$ cat src/common/bci_consts.svh
// offsets, field positions and reset values of the backup control block
`ifndef BCI_CONSTS_SVH
`define BCI_CONSTS_SVH
`define BCI_OFF_IER 10'h000
`define BCI_OFF_IDR 10'h004
`define BCI_OFF_IMR 10'h008
`define BCI_OFF_ISR 10'h00c
`define BCI_OFF_ICR 10'h010
`define BCI_OFF_PCS 10'h014
`define BCI_OFF_KEY 10'h018
`define BCI_OFF_CHIP_SPECIFIC_CONFIG 10'h01c
`define BCI_OFF_XTAL 10'h020
`define BCI_OFF_RCCR 10'h024
`define BCI_OFF_RCTUNE 10'h028
`define BCI_OFF_IOBODCTL 10'h02c
`define BCI_OFF_IOBODLVL 10'h030
`define BCI_OFF_IOBODSMP 10'h034
`define BCI_OFF_COBODCTL 10'h038
`define BCI_OFF_COBODLVL 10'h03c
`define BCI_OFF_COBODSMP 10'h040
`define BCI_OFF_REGCFG 10'h044
`define BCI_OFF_RC1M 10'h058
`define BCI_OFF_REFCTL 10'h060
`define BCI_OFF_REFST 10'h064
`define BCI_OFF_RET0 10'h078
`define BCI_OFF_RETEND 10'h088
`define BCI_OFF_REV_RET 10'h3e4
`define BCI_OFF_REV_REF 10'h3e8
`define BCI_OFF_REV_REG 10'h3ec
`define BCI_OFF_REV_BOD 10'h3f0
`define BCI_OFF_REV_RC 10'h3f4
`define BCI_OFF_REV_XTAL 10'h3f8
`define BCI_OFF_REV_MOD 10'h3fc
`define BCI_BIT_AE 31
`define BCI_BIT_LPREF 12
`define BCI_BIT_RC1M 11
`define BCI_BIT_REG 10
`define BCI_BIT_SW 9
`define BCI_BIT_COSYNC 8
`define BCI_BIT_IOSYNC 7
`define BCI_BIT_CODET 6
`define BCI_BIT_IODET 5
`define BCI_BIT_SAT 4
`define BCI_BIT_REFE 3
`define BCI_BIT_LOCK 2
`define BCI_BIT_RDY 1
`define BCI_BIT_XTAL 0
`define BCI_EVT_MASK 32'h8000_17ff
`define BCI_STAT_MASK 32'h0000_1fff
`define BCI_ZERO 32'h0000_0000
`define BCI_XTAL_RST 32'h0000_0004
`define BCI_RC1M_RST 32'h0000_0f00
`define BCI_KEY_VAL 8'haa
`define BCI_KEY_MSB 31
`define BCI_KEY_LSB 24
`define BCI_KEY_AMSB 9
`define BCI_REFCTL_LPAUTO 0
`define BCI_REFST_ON 0
`define BCI_REFST_LPSEL 1
`define BCI_CFG_NUM 13
`define BCI_CFG_MISS 4'hf
`define BCI_CFG_TUNE 4'h3
`define BCI_CFG_IOSMP 4'h6
`define BCI_CFG_COSMP 4'h9
`define BCI_RET_NUM 4
`endif

$ cat src/common/bci_pkg.sv
// types shared by the backup control block
`default_nettype none
package bci_pkg;
  typedef logic [31:0] bci_word_t;
  typedef enum {lock_idle, lock_armed} bci_lock_t;
endpackage : bci_pkg
`default_nettype wire

$ cat src/rtl/bci_backup_irq.sv
// backup control: event flags, interrupt, unlock, config and retained words
// Operation
// four 32-bit retained words, read and write, consecutive word offsets.
// retained words keep contents through the deepest power-save state.
// reference on from startup, buffers and low-power swap automatic; the code swaps only after software sets LPAUTO in REFCTL (reset 0).
// protected write without correct unlock raises access error at bit 31.
// listed status bits set their event flag on a 0-to-1 rise.
// event bit positions fixed at 31, 12, 10 down to 0.
// trim-saturated flag reads one while fine trim is saturated.
// reference-error flag reads one while calibration reference stopped.
// lock flag reads one once oscillator is locked to reference.
// trim not ready means reads invalid and writes uncommitted.
// pending event feeds interrupt only when its mask bit is set.
// masked pending events ORed into one request, held until cleared.
// one written to enable-set sets the mask bit; zero no effect.
// one written to enable-clear clears the mask bit; zero no effect.
// pending bit stays set until a one is written to pending-clear.
// pending-clear one clears the bit, zero has no effect.
// pending bit set on its event regardless of the mask.
// write-only registers and unused bits read zero, ignore writes.
// set beats a same-cycle software clear of a pending bit.
`timescale 1ns/1ns
`default_nettype none
`include "bci_consts.svh"
module bci_backup_irq #(
  parameter int P_ADDR_W = 10,
  // factory calibration dependent resets
  parameter logic [31:0] P_CALIB_RESET = 32'h0000_0000,
  // arbitrary value, revision registers only
  parameter logic [31:0] P_REVISION = 32'h0000_0100
) (
  input wire logic i_clk,
  input wire logic i_rst_n,
  input wire logic i_psel,
  input wire logic i_penable,
  input wire logic i_pwrite,
  input wire logic [P_ADDR_W-1:0] i_paddr,
  input wire logic [31:0] i_pwdata,
  output logic [31:0] o_prdata,
  output logic o_pready,
  output logic o_pslverr,
  input wire logic i_lowpower_reference_ready,
  input wire logic i_rc_1m_ready,
  input wire logic i_regulator_good,
  input wire logic i_switching_stopped,
  input wire logic i_core_brownout_sync_ready,
  input wire logic i_io_brownout_sync_ready,
  input wire logic i_core_brownout_detected,
  input wire logic i_io_brownout_detected,
  input wire logic i_rc_trim_saturated,
  input wire logic i_rc_reference_error,
  input wire logic i_rc_reference_locked,
  input wire logic i_rc_trim_ready,
  input wire logic i_crystal_ready,
  input wire logic i_retention_mode,
  output logic o_irq,
  output logic o_reference_on,
  output logic o_lowpower_reference_select,
  output logic [31:0] o_rc_tuning
);

  // config word index, miss when not a config offset
  function automatic logic [3:0] cfg_idx(input logic [9:0] a);
    case (a)
      `BCI_OFF_CHIP_SPECIFIC_CONFIG: cfg_idx = 4'h0;
      `BCI_OFF_XTAL: cfg_idx = 4'h1;
      `BCI_OFF_RCCR: cfg_idx = 4'h2;
      `BCI_OFF_RCTUNE: cfg_idx = 4'h3;
      `BCI_OFF_IOBODCTL: cfg_idx = 4'h4;
      `BCI_OFF_IOBODLVL: cfg_idx = 4'h5;
      `BCI_OFF_IOBODSMP: cfg_idx = 4'h6;
      `BCI_OFF_COBODCTL: cfg_idx = 4'h7;
      `BCI_OFF_COBODLVL: cfg_idx = 4'h8;
      `BCI_OFF_COBODSMP: cfg_idx = 4'h9;
      `BCI_OFF_REGCFG: cfg_idx = 4'ha;
      `BCI_OFF_RC1M: cfg_idx = 4'hb;
      `BCI_OFF_REFCTL: cfg_idx = 4'hc;
      default: cfg_idx = `BCI_CFG_MISS;
    endcase
  endfunction : cfg_idx

  function automatic logic [31:0] cfg_rst(input logic [3:0] i);
    case (i)
      4'h1: cfg_rst = `BCI_XTAL_RST;
      4'h4, 4'h5, 4'h7, 4'h8, 4'ha: cfg_rst = P_CALIB_RESET;
      4'hb: cfg_rst = `BCI_RC1M_RST;
      default: cfg_rst = `BCI_ZERO;
    endcase
  endfunction : cfg_rst

  // bus decode
  wire [9:0] addr = 10'(i_paddr);
  wire setup = i_psel & ~i_penable;
  wire wr_en = i_psel & i_penable & i_pwrite;
  wire wr_ier = wr_en & (addr == `BCI_OFF_IER);
  wire wr_idr = wr_en & (addr == `BCI_OFF_IDR);
  wire wr_icr = wr_en & (addr == `BCI_OFF_ICR);
  wire wr_key = wr_en & (addr == `BCI_OFF_KEY);
  wire [3:0] cidx = cfg_idx(addr);
  wire cfg_hit = (cidx != `BCI_CFG_MISS);
  wire ret_hit = (addr >= `BCI_OFF_RET0) & (addr < `BCI_OFF_RETEND);
  wire [9:0] ret_off = addr - `BCI_OFF_RET0;
  wire [1:0] ret_sel = ret_off[3:2];
  wire aligned = (addr[1:0] == 2'b00);

  // live status and edge detection
  logic [31:0] status_live;
  logic [31:0] status_q;
  logic [31:0] mask_q;
  logic [31:0] pending_q;
  logic [31:0] pending_d;
  always_comb begin
    status_live = `BCI_ZERO;
    status_live[`BCI_BIT_LPREF] = i_lowpower_reference_ready;
    status_live[`BCI_BIT_RC1M] = i_rc_1m_ready;
    status_live[`BCI_BIT_REG] = i_regulator_good;
    status_live[`BCI_BIT_SW] = i_switching_stopped;
    status_live[`BCI_BIT_COSYNC] = i_core_brownout_sync_ready;
    status_live[`BCI_BIT_IOSYNC] = i_io_brownout_sync_ready;
    status_live[`BCI_BIT_CODET] = i_core_brownout_detected;
    status_live[`BCI_BIT_IODET] = i_io_brownout_detected;
    status_live[`BCI_BIT_SAT] = i_rc_trim_saturated;
    status_live[`BCI_BIT_REFE] = i_rc_reference_error;
    status_live[`BCI_BIT_LOCK] = i_rc_reference_locked;
    status_live[`BCI_BIT_RDY] = i_rc_trim_ready;
    status_live[`BCI_BIT_XTAL] = i_crystal_ready;
  end

  // no event bit for the 1 MHz ready flag
  wire [31:0] rise = status_live & ~status_q & `BCI_EVT_MASK;

  // unlock sequence
  bci_pkg::bci_lock_t lock_q;
  bci_pkg::bci_lock_t lock_d;
  logic [9:0] key_addr_q;
  wire key_ok = (i_pwdata[`BCI_KEY_MSB:`BCI_KEY_LSB] == `BCI_KEY_VAL);
  wire unlocked = (lock_q == bci_pkg::lock_armed) & (key_addr_q == addr);
  wire cfg_wr = wr_en & cfg_hit & aligned;
  wire acc_err = cfg_wr & ~unlocked;

  always_comb begin
    case (lock_q)
      bci_pkg::lock_idle:
        lock_d = (wr_key & key_ok) ? bci_pkg::lock_armed : bci_pkg::lock_idle;
      bci_pkg::lock_armed: begin
        // any other write spends the key, so a stray write cannot reuse it
        if (wr_key & key_ok) begin
          lock_d = bci_pkg::lock_armed;
        end else if (wr_en) begin
          lock_d = bci_pkg::lock_idle;
        end else begin
          lock_d = bci_pkg::lock_armed;
        end
      end
      default: lock_d = bci_pkg::lock_idle;
    endcase
  end

  always_ff @(posedge i_clk or negedge i_rst_n) begin
    if (!i_rst_n) begin
      lock_q <= bci_pkg::lock_idle;
      key_addr_q <= 10'h000;
    end else begin
      lock_q <= lock_d;
      if (wr_key & key_ok) begin
        key_addr_q <= i_pwdata[`BCI_KEY_AMSB:0];
      end
    end
  end

  // event flags, mask and request
  wire [31:0] set_bits = rise | (acc_err ? 32'h8000_0000 : `BCI_ZERO);
  wire [31:0] clr_bits = wr_icr ? (i_pwdata & `BCI_EVT_MASK) : `BCI_ZERO;
  // set wins over clear so a same-cycle event is kept
  assign pending_d = (pending_q & ~clr_bits) | set_bits;
  wire [31:0] en_set = wr_ier ? (i_pwdata & `BCI_EVT_MASK) : `BCI_ZERO;
  wire [31:0] en_clr = wr_idr ? (i_pwdata & `BCI_EVT_MASK) : `BCI_ZERO;

  always_ff @(posedge i_clk or negedge i_rst_n) begin
    if (!i_rst_n) begin
      status_q <= `BCI_ZERO;
      pending_q <= `BCI_ZERO;
      mask_q <= `BCI_ZERO;
    end else begin
      status_q <= status_live;
      pending_q <= pending_d;
      mask_q <= (mask_q | en_set) & ~en_clr;
    end
  end

  assign o_irq = |(pending_q & mask_q);

  // config words
  logic [31:0] cfg_q [`BCI_CFG_NUM];
  wire smp_io_ok = (cidx != `BCI_CFG_IOSMP) | i_io_brownout_sync_ready;
  wire smp_co_ok = (cidx != `BCI_CFG_COSMP) | i_core_brownout_sync_ready;
  wire tune_ok = (cidx != `BCI_CFG_TUNE) | i_rc_trim_ready;
  wire cfg_we = cfg_wr & unlocked & smp_io_ok & smp_co_ok & tune_ok;

  genvar g;
  generate
    for (g = 0; g < `BCI_CFG_NUM; g = g + 1) begin : g_cfg
      always_ff @(posedge i_clk or negedge i_rst_n) begin
        if (!i_rst_n) begin
          cfg_q[g] <= cfg_rst(4'(g));
        end else if (cfg_we & (cidx == 4'(g))) begin
          cfg_q[g] <= i_pwdata;
        end
      end
    end
  endgenerate

  // committed tuning held until the trim logic reports ready
  logic [31:0] tune_q;
  always_ff @(posedge i_clk or negedge i_rst_n) begin
    if (!i_rst_n) begin
      tune_q <= `BCI_ZERO;
    end else if (i_rc_trim_ready) begin
      tune_q <= cfg_q[`BCI_CFG_TUNE];
    end
  end
  assign o_rc_tuning = tune_q;

  // retained words, cleared only by the backup domain reset
  logic [31:0] ret_q [`BCI_RET_NUM];
  wire ret_we = wr_en & ret_hit & aligned;
  generate
    for (g = 0; g < `BCI_RET_NUM; g = g + 1) begin : g_ret
      always_ff @(posedge i_clk or negedge i_rst_n) begin
        if (!i_rst_n) begin
          ret_q[g] <= `BCI_ZERO;
        end else if (ret_we & (ret_sel == 2'(g))) begin
          ret_q[g] <= i_pwdata;
        end
      end
    end
  endgenerate

  // reference control, reference on with no software action, low-power swap only once software sets LPAUTO in REFCTL
  logic ref_on_q;
  logic lpsel_q;
  wire lp_auto = cfg_q[4'hc][`BCI_REFCTL_LPAUTO];
  always_ff @(posedge i_clk or negedge i_rst_n) begin
    if (!i_rst_n) begin
      ref_on_q <= 1'b0;
      lpsel_q <= 1'b0;
    end else begin
      ref_on_q <= 1'b1;
      // swap only once the low-power reference is stable
      lpsel_q <= lp_auto & i_retention_mode & i_lowpower_reference_ready;
    end
  end
  assign o_reference_on = ref_on_q;
  assign o_lowpower_reference_select = lpsel_q;

  // read path, sampled in the setup cycle
  logic [31:0] rdata_d;
  logic err_d;
  logic [31:0] prdata_q;
  logic pslverr_q;
  wire [31:0] refst = {30'h0000_0000, lpsel_q, ref_on_q};
  wire tune_rd_bad = (cidx == `BCI_CFG_TUNE) & ~i_rc_trim_ready;

  always_comb begin
    rdata_d = `BCI_ZERO;
    err_d = 1'b0;
    case (addr)
      `BCI_OFF_IER, `BCI_OFF_IDR, `BCI_OFF_ICR, `BCI_OFF_KEY:
        rdata_d = `BCI_ZERO;
      `BCI_OFF_IMR: rdata_d = mask_q;
      `BCI_OFF_ISR: rdata_d = pending_q;
      `BCI_OFF_PCS: rdata_d = status_q & `BCI_STAT_MASK;
      `BCI_OFF_REFST: rdata_d = refst;
      `BCI_OFF_REV_RET, `BCI_OFF_REV_REF, `BCI_OFF_REV_REG,
      `BCI_OFF_REV_BOD, `BCI_OFF_REV_RC, `BCI_OFF_REV_XTAL,
      `BCI_OFF_REV_MOD: rdata_d = P_REVISION;
      default: begin
        if (cfg_hit) begin
          rdata_d = tune_rd_bad ? `BCI_ZERO : cfg_q[cidx];
        end else if (ret_hit & aligned) begin
          rdata_d = ret_q[ret_sel];
        end else begin
          err_d = 1'b1;
        end
      end
    endcase
  end

  always_ff @(posedge i_clk or negedge i_rst_n) begin
    if (!i_rst_n) begin
      prdata_q <= `BCI_ZERO;
      pslverr_q <= 1'b0;
    end else if (setup) begin
      prdata_q <= i_pwrite ? `BCI_ZERO : rdata_d;
      pslverr_q <= err_d;
    end
  end

  // zero wait states: every access completes in its first access cycle
  assign o_pready = 1'b1;
  assign o_prdata = prdata_q;
  assign o_pslverr = pslverr_q & i_psel & i_penable;

endmodule : bci_backup_irq
`default_nettype wire

$ cat config.mk
export PLATFORM = sky130hd
export DESIGN_NAME = bci_backup_irq
export DESIGN_NICKNAME = d
export VERILOG_FILES = /design/src/common/bci_pkg.sv /design/src/rtl/bci_backup_irq.sv
export VERILOG_INCLUDE_DIRS = /design/src /design/src/common
export SDC_FILE = /design/constraint.sdc
export NUM_CORES = 1
export LEC_CHECK = 0
export ABC_AREA = 1
export BUFFER_PORTS_ARGS = -buffer_cell sky130_fd_sc_hd__buf_2
export CAP_MARGIN = 25
export CORE_ASPECT_RATIO = 0.75
export CORE_MARGIN = 10
export CORE_UTILIZATION = 55
export CTS_CLUSTER_SIZE = 25
export DETAILED_ROUTE_END_ITERATION = 8
export GPL_ROUTABILITY_DRIVEN = 0
export PLACE_DENSITY = 0.81
export SYNTH_ARGS = -nofsm -noshare
export SYNTH_HDL_FRONTEND = slang
export SYNTH_SLANG_ARGS = --single-unit
export TNS_END_PERCENT = 30
$ cat constraint.sdc
create_clock -name i_clk -period 3.2 [get_ports i_clk]
set_input_delay 0.64 -clock i_clk [delete_from_list [all_inputs] [get_ports i_clk]]
set_output_delay 0.64 -clock i_clk [all_outputs]
set_load 0.05 [all_outputs]
Yosys cells after proc, flatten, opt, wreduce, memory -nomap -nowiden
Index checks and enable logic that the tools add are counted.

word-level totals
  bits of input ports = 61
  output and inout port bits = 69
  register bits = 730

cells by class
  reduce and logical (&&, ||, !) cells = 9
  add/sub/neg operators = 1
  muxes and demuxes = 23
  order comparisons = 4
  bitwise operators = 60
  equality and inequality tests = 50

operators by type and width
  operator                                        count
  two-way mux 32 bit                              13
  one-hot mux 32 bit (6 select lines)             1
  binary-select mux 32 bit (select 4 bit)         1
  AND 32 bit                                      3
  bitwise OR 32 bit                               3
  == test 10 x 6 -> 1 bit, second input constant  8
  == test 10 bit, second input constant           7
  binary-select mux 32 bit (select 2 bit)         1
  NOT 32 bit                                      2
  one-hot mux 32 bit (2 select lines)             1
  one-hot mux 4 bit (13 select lines)             1
  == test 10 x 7 -> 1 bit, second input constant  5
  AND 1 bit                                       42
  == test 10 x 5 -> 1 bit, second input constant  4
  AND 13 x 32 -> 32 bit                           1
  == test 32 x 1 -> 1 bit, second input constant  1
  == test 32 x 2 -> 1 bit, second input constant  1
  zero test 32 bit                                1
  NOT 13 -> 32 bit                                1
  OR reduction 32 bit                             1
  == test 10 x 4 -> 1 bit, second input constant  2
  == test 4 bit, second input constant            5
  == test 4 x 3 -> 1 bit, second input constant   4
  OR reduction 15 bit                             1
  25 further kinds                                37

Logic depth before layout (Yosys ltp)
  word-level depth = 10
  mapped depth = 21

Least setup slack after synthesis
No wires, ideal clock.

  path type = input to register
  from = input port i_paddr[3]
  to = register cfg_q[13] (netlist name)
  path buffers = 3
  arrival time = 2.526 ns
  cell stages on the path = 15
  setup slack = 0.544 ns
  cell sequence = buf_2 -> nand2_1 -> inv_2 -> nor2_1 -> nand2_1 -> nand2_1 -> nor2_2 -> nand2_4 -> nand3_2 -> a21oi_4 -> buf_12 -> nand4_4 -> clkbuf_1 -> nand2_1 -> o21ai_1

between the ends
  word-level cells in the longest chain between the ends = 10

RTL lines
  item                                             RTL line               text
  start, declared                                  bci_backup_irq.sv:37   input wire logic [P_ADDR_W-1:0] i_paddr,
  == test 10 x 7 -> 1 bit (tied with other cells)  bci_backup_irq.sv:64   case (a)
  one-hot mux 4 bit (13 select lines)              bci_backup_irq.sv:64
  != test 4 bit (no line)                          -
  AND 1 bit (2 in a row)                           bci_backup_irq.sv:138  wire cfg_wr = wr_en & cfg_hit & aligned;
  AND 1 bit (4 in a row)                           bci_backup_irq.sv:198  wire cfg_we = cfg_wr & unlocked & smp_io_ok & smp_co_ok & tune_ok;
  AND 1 bit (*)                                    bci_backup_irq.sv:206  end else if (cfg_we & (cidx == 4'(g))) begin
  end signal, assigned by index                    bci_backup_irq.sv:205  cfg_q[g] <= cfg_rst(4'(g));
  end signal, assigned by index                    bci_backup_irq.sv:207  cfg_q[g] <= i_pwdata;
  end, declared                                    bci_backup_irq.sv:194  logic [31:0] cfg_q [`BCI_CFG_NUM];

Mark *: on every way between the ends. The rest lies on a longest branch, timed or not.
A chain may end at the register's enable or synchronous reset.

Final worst setup path
  from = input port i_paddr[8]
  to = register prdata_q[1] (netlist: o_prdata[1])

between the ends
  word-level cells in the longest chain between the ends = 10

RTL lines
  item                                                   RTL line               text
  == test 10 x 7 -> 1 bit (tied with other cells)        bci_backup_irq.sv:64
  one-hot mux 4 bit (13 select lines)                    bci_backup_irq.sv:64
  NOT 4 -> 5 bit (not written as such)                   bci_backup_irq.sv:279  rdata_d = tune_rd_bad ? `BCI_ZERO : cfg_q[cidx];
  binary-select mux 32 bit (select 4 bit)                bci_backup_irq.sv:279
  two-way mux 32 bit (not written as such) (2 in a row)  bci_backup_irq.sv:279
  two-way mux 32 bit                                     bci_backup_irq.sv:279
  two-way mux 32 bit                                     bci_backup_irq.sv:278  if (cfg_hit) begin
  one-hot mux 32 bit (6 select lines) (*)                bci_backup_irq.sv:267  case (addr)
  two-way mux 32 bit (*)                                 bci_backup_irq.sv:294  prdata_q <= i_pwrite ? `BCI_ZERO : rdata_d;
  end signal, assigned                                   bci_backup_irq.sv:291  prdata_q <= `BCI_ZERO;
  end signal, assigned                                   bci_backup_irq.sv:294
  end, declared                                          bci_backup_irq.sv:259  logic [31:0] prdata_q;

Mark *: on every way between the ends. The rest lies on a longest branch, timed or not. The select of a mux whose other input is x is not followed.

==> impl_metrics.tcl <==
set metrics [dict create \
    async_flop_share_pct 100 \
    cp.required_ns 3.72 \
    num_vias 28800 \
    fin_ws_ns 0.492 \
    ys.flop_type "dfrtp_1" \
    synth-simple-area-share_pct 26.7 \
    post-cts-setup-buffer-count 0 \
    rows 76 \
    hold_path.class "input pin to asynchronous set/reset pin" \
    grt_use_total_pct 27.2 \
    numCtsBuffers 61 \
    dp_hpwl_mm 60.9 \
    path_max_fanout 47 \
    die_h_um 229 \
    drt_pass1_iterations 6 \
    clkSlewWorstSetupHoldPaths_ns 0.07 \
    fin_setup_tns_ns 0 \
    p_per_area_nw_per_um2 470 \
    synth_top_family_by_area "simple AND/OR/NAND/NOR gates" \
    max_freq_ghz 0.369 \
    synth_top_area_share_pct 51.2 \
    synth_area_um2 32100 \
    synthCells 4129 \
    ant_nets 0 \
    grt_max_degree 77 \
    cp-start-kind "input pin" \
    ir_drop_uv 485 \
    path_class "input pin to register" \
    io_pins 130 \
    clk_latency_ns 0.64 \
    core_um2 57500 \
    slew_violations 0 \
    vias_per_cell 5.74 \
    synthAdderAreaFrac_pct 0 \
    io_buffers 128 \
    cts_num_sinks 661 \
    synthMuxAreaShare_pct 0 \
    finalNetCount 4251 \
    status "finished clean" \
    area_growth_pct 14.1 \
    r2r-end "cfg_q[381]" \
    worstSetupEndpointType "register" \
    tightestPinTransition_ns 0.959 \
    ys_types 46 \
    root_buffer "clkbuf_16" \
    drt-total-wl_mm 94.3 \
    reg2reg_slack_ns 0.62 \
    n_antenna_cell 0 \
    finalHoldViolations 0 \
    fill_cells 4695 \
    drv_cap 0 \
    post_drt_wl_per_cell_um 18.8 \
    fin_crit_sh_pct 84.6 \
    gr-total-overflow 0 \
    reg2reg_depth 13 \
    ctsHoldBuffers 0 \
    slew_headroom_pct 36.0 \
    dieArea_um2 68500 \
    cts.repair.resized 0 \
    die_w_um 299 \
    p_total_mw 17.2 \
    finalSetupViolations 0 \
    yosys_register_bits 661 \
    synth.avg_cell_area_um2 7.77 \
    antenna_found_initial 0 \
    synth_area_leaders "dfrtp_1 (51%), nand2_1 (16%), o21ai_1 (5.0%)" \
    arrival_ns 3.23 \
    period_needed_ns 2.71 \
    drive_above_1_share_pct 10.6 \
    leakagePower_nw 17.5 \
    cts_tree "done" \
    yosysWarnings 0 \
    clockBufferDepth 3 \
    start_util_pct 55.7 \
    rsz0062_at_grt "no" \
    drt_iter0_drc 3599 \
    htree_levels 2 \
    synth-edff-count 0 \
    place_ws_ns -0.0547 \
    grt_pass1_wl_mm 152 \
    reg2reg_from "key_addr_q[8]" \
    grt_pass1_vias 27900 \
    skew_ns 0.0192 \
    synth-xor-area-share_pct 0.137 \
    synth_area_leader_cell "dfrtp_1" \
    synth-compound-area-share_pct 12.6 \
    seq_area_frac_synth_pct 51.6 \
    drc 0 \
]
-- worst max path at each step --
stage                    start          end  slack [ns]
finish              i_paddr[8]  o_prdata[1]        0.49
floorplan           i_paddr[3]    cfg_q[13]        0.54
detailed placement  i_paddr[1]  o_prdata[5]       -0.05
global placement    i_paddr[1]  o_prdata[5]       -0.04
CTS                 i_paddr[1]  o_prdata[5]        0.61
global route        i_paddr[1]  o_prdata[4]        0.37
-- cell usage after synthesis, types with 2 or more instances --
cell type	number
a221oi_1	11
nor2_2	6
a22o_1	2
nor3_1	17
nor4_1	5
nand4_2	3
nor2_1	229
o21ai_1	320
o21ai_0	300
xnor2_1	2
a22oi_1	36
o2111ai_1	3
nand4_4	10
dfrtp_1	656
nor2_4	4
a31oi_1	2
xor2_1	3
buf_1	29
a21oi_1	68
inv_2	6
clkbuf_1	143
dfstp_2	5
buf_4	9
nand2_1	1399
nand3b_1	64
a32o_1	2
buf_2	113
clkinv_1	3
nand3_2	2
a2bb2oi_1	9
nand4_1	195
nand3_1	49
a211oi_1	2
inv_1	410
-- final cells by class --
cell class	instances	area, µm²	share of cell area, %
flip-flops and latches	661	16500	45.2
multi-input cells	2755	12700	34.7
repair buffers	292	2560	7.01
inverters	419	1570	4.30
well taps	780	976	2.67
clock inverters	25	339	0.927
clock buffers	91	1880	5.14
-- critical path, cell delays in order --
cell	delay, ns
buf_2	0.16
nor2_4	0.04
nand2_1	0.25
nor2_1	0.12
nand2_1	0.12
nand2_1	0.10
nor2_4	0.36
buf_4	0.59
nand3b_1	0.15
nand2_1	0.11
nand2_1	0.05
nand2_1	0.06
a21oi_1	0.11
nand2_1	0.11
nand2_1	0.05
nand2_1	0.10
nand2_1	0.08
-- placed cells by master (no fill, tap or decap), types with 63 or more instances in the layout --
| cell type | instances |
|---|---|
| nand4_1 | 195 |
| nor2_1 | 228 |
| clkbuf_16 | 63 |
| buf_4 | 110 |
| a21oi_1 | 67 |
| inv_1 | 408 |
| o21ai_0 | 300 |
| nand3b_1 | 64 |
| nand2_1 | 1394 |
| o21ai_1 | 320 |
| buf_2 | 127 |
| dfrtp_1 | 656 |
-- cell families (layout without fill, tap and decap cells) --
| group | Yosys count | count (layout) |
|---|---|---|
| and+or+nand+nor | 1986 | 1986 |
| DFF | 661 | 661 |
| buffers and inverters | 714 | 827 |
| AOI/OAI and AO/OA | 762 | 762 |
| xor gates and xnor gates | 5 | 5 |
| other | 1 | 2 |
-- routing by layer --
metal	vias to the layer above	track usage, %	wire length, µm
li1	13400	-	-
met1	13700	37.3	38800
met3	219	5.72	9690
met5	-	0	0
met2	1516	41.9	42200
met4	0	10.9	3550
-- state kept, by name (all words and copies together) (netlist names) --
register	count
cfg_q	416
ret_q	128
o_prdata	32
o_rc_tuning	32
mask_q	13
pending_q	13
status_q	13
key_addr_q	10
lock_q	1
o_lowpower_reference_select	1
o_reference_on	1
pslverr_q	1
-- per-stage QoR --
stage | instances | utilization [%] | hold WS [ns] | instance area [µm²]
final | 5023 | 63.6 | 0.0222 | 36600
after global routing | 5023 | 63.6 | 0.0537 | 36600
after CTS | 5023 | 63.6 | 0.0142 | 36600
after detailed placement | 4907 | 59.7 | 0.460 | 34400
after global placement | 4906 | 59.7 | 0.452 | 34300
after floorplan | 4130 | - | 0.344 | 32100
-- power by group --
group / total (mW) / switching (mW) / internal, mW
clock: 8.00 / 3.30 / 4.70
combinational: 0.784 / 0.617 / 0.167
sequential: 8.39 / 0.0152 / 8.38
(Power assumes the default switching activity.)
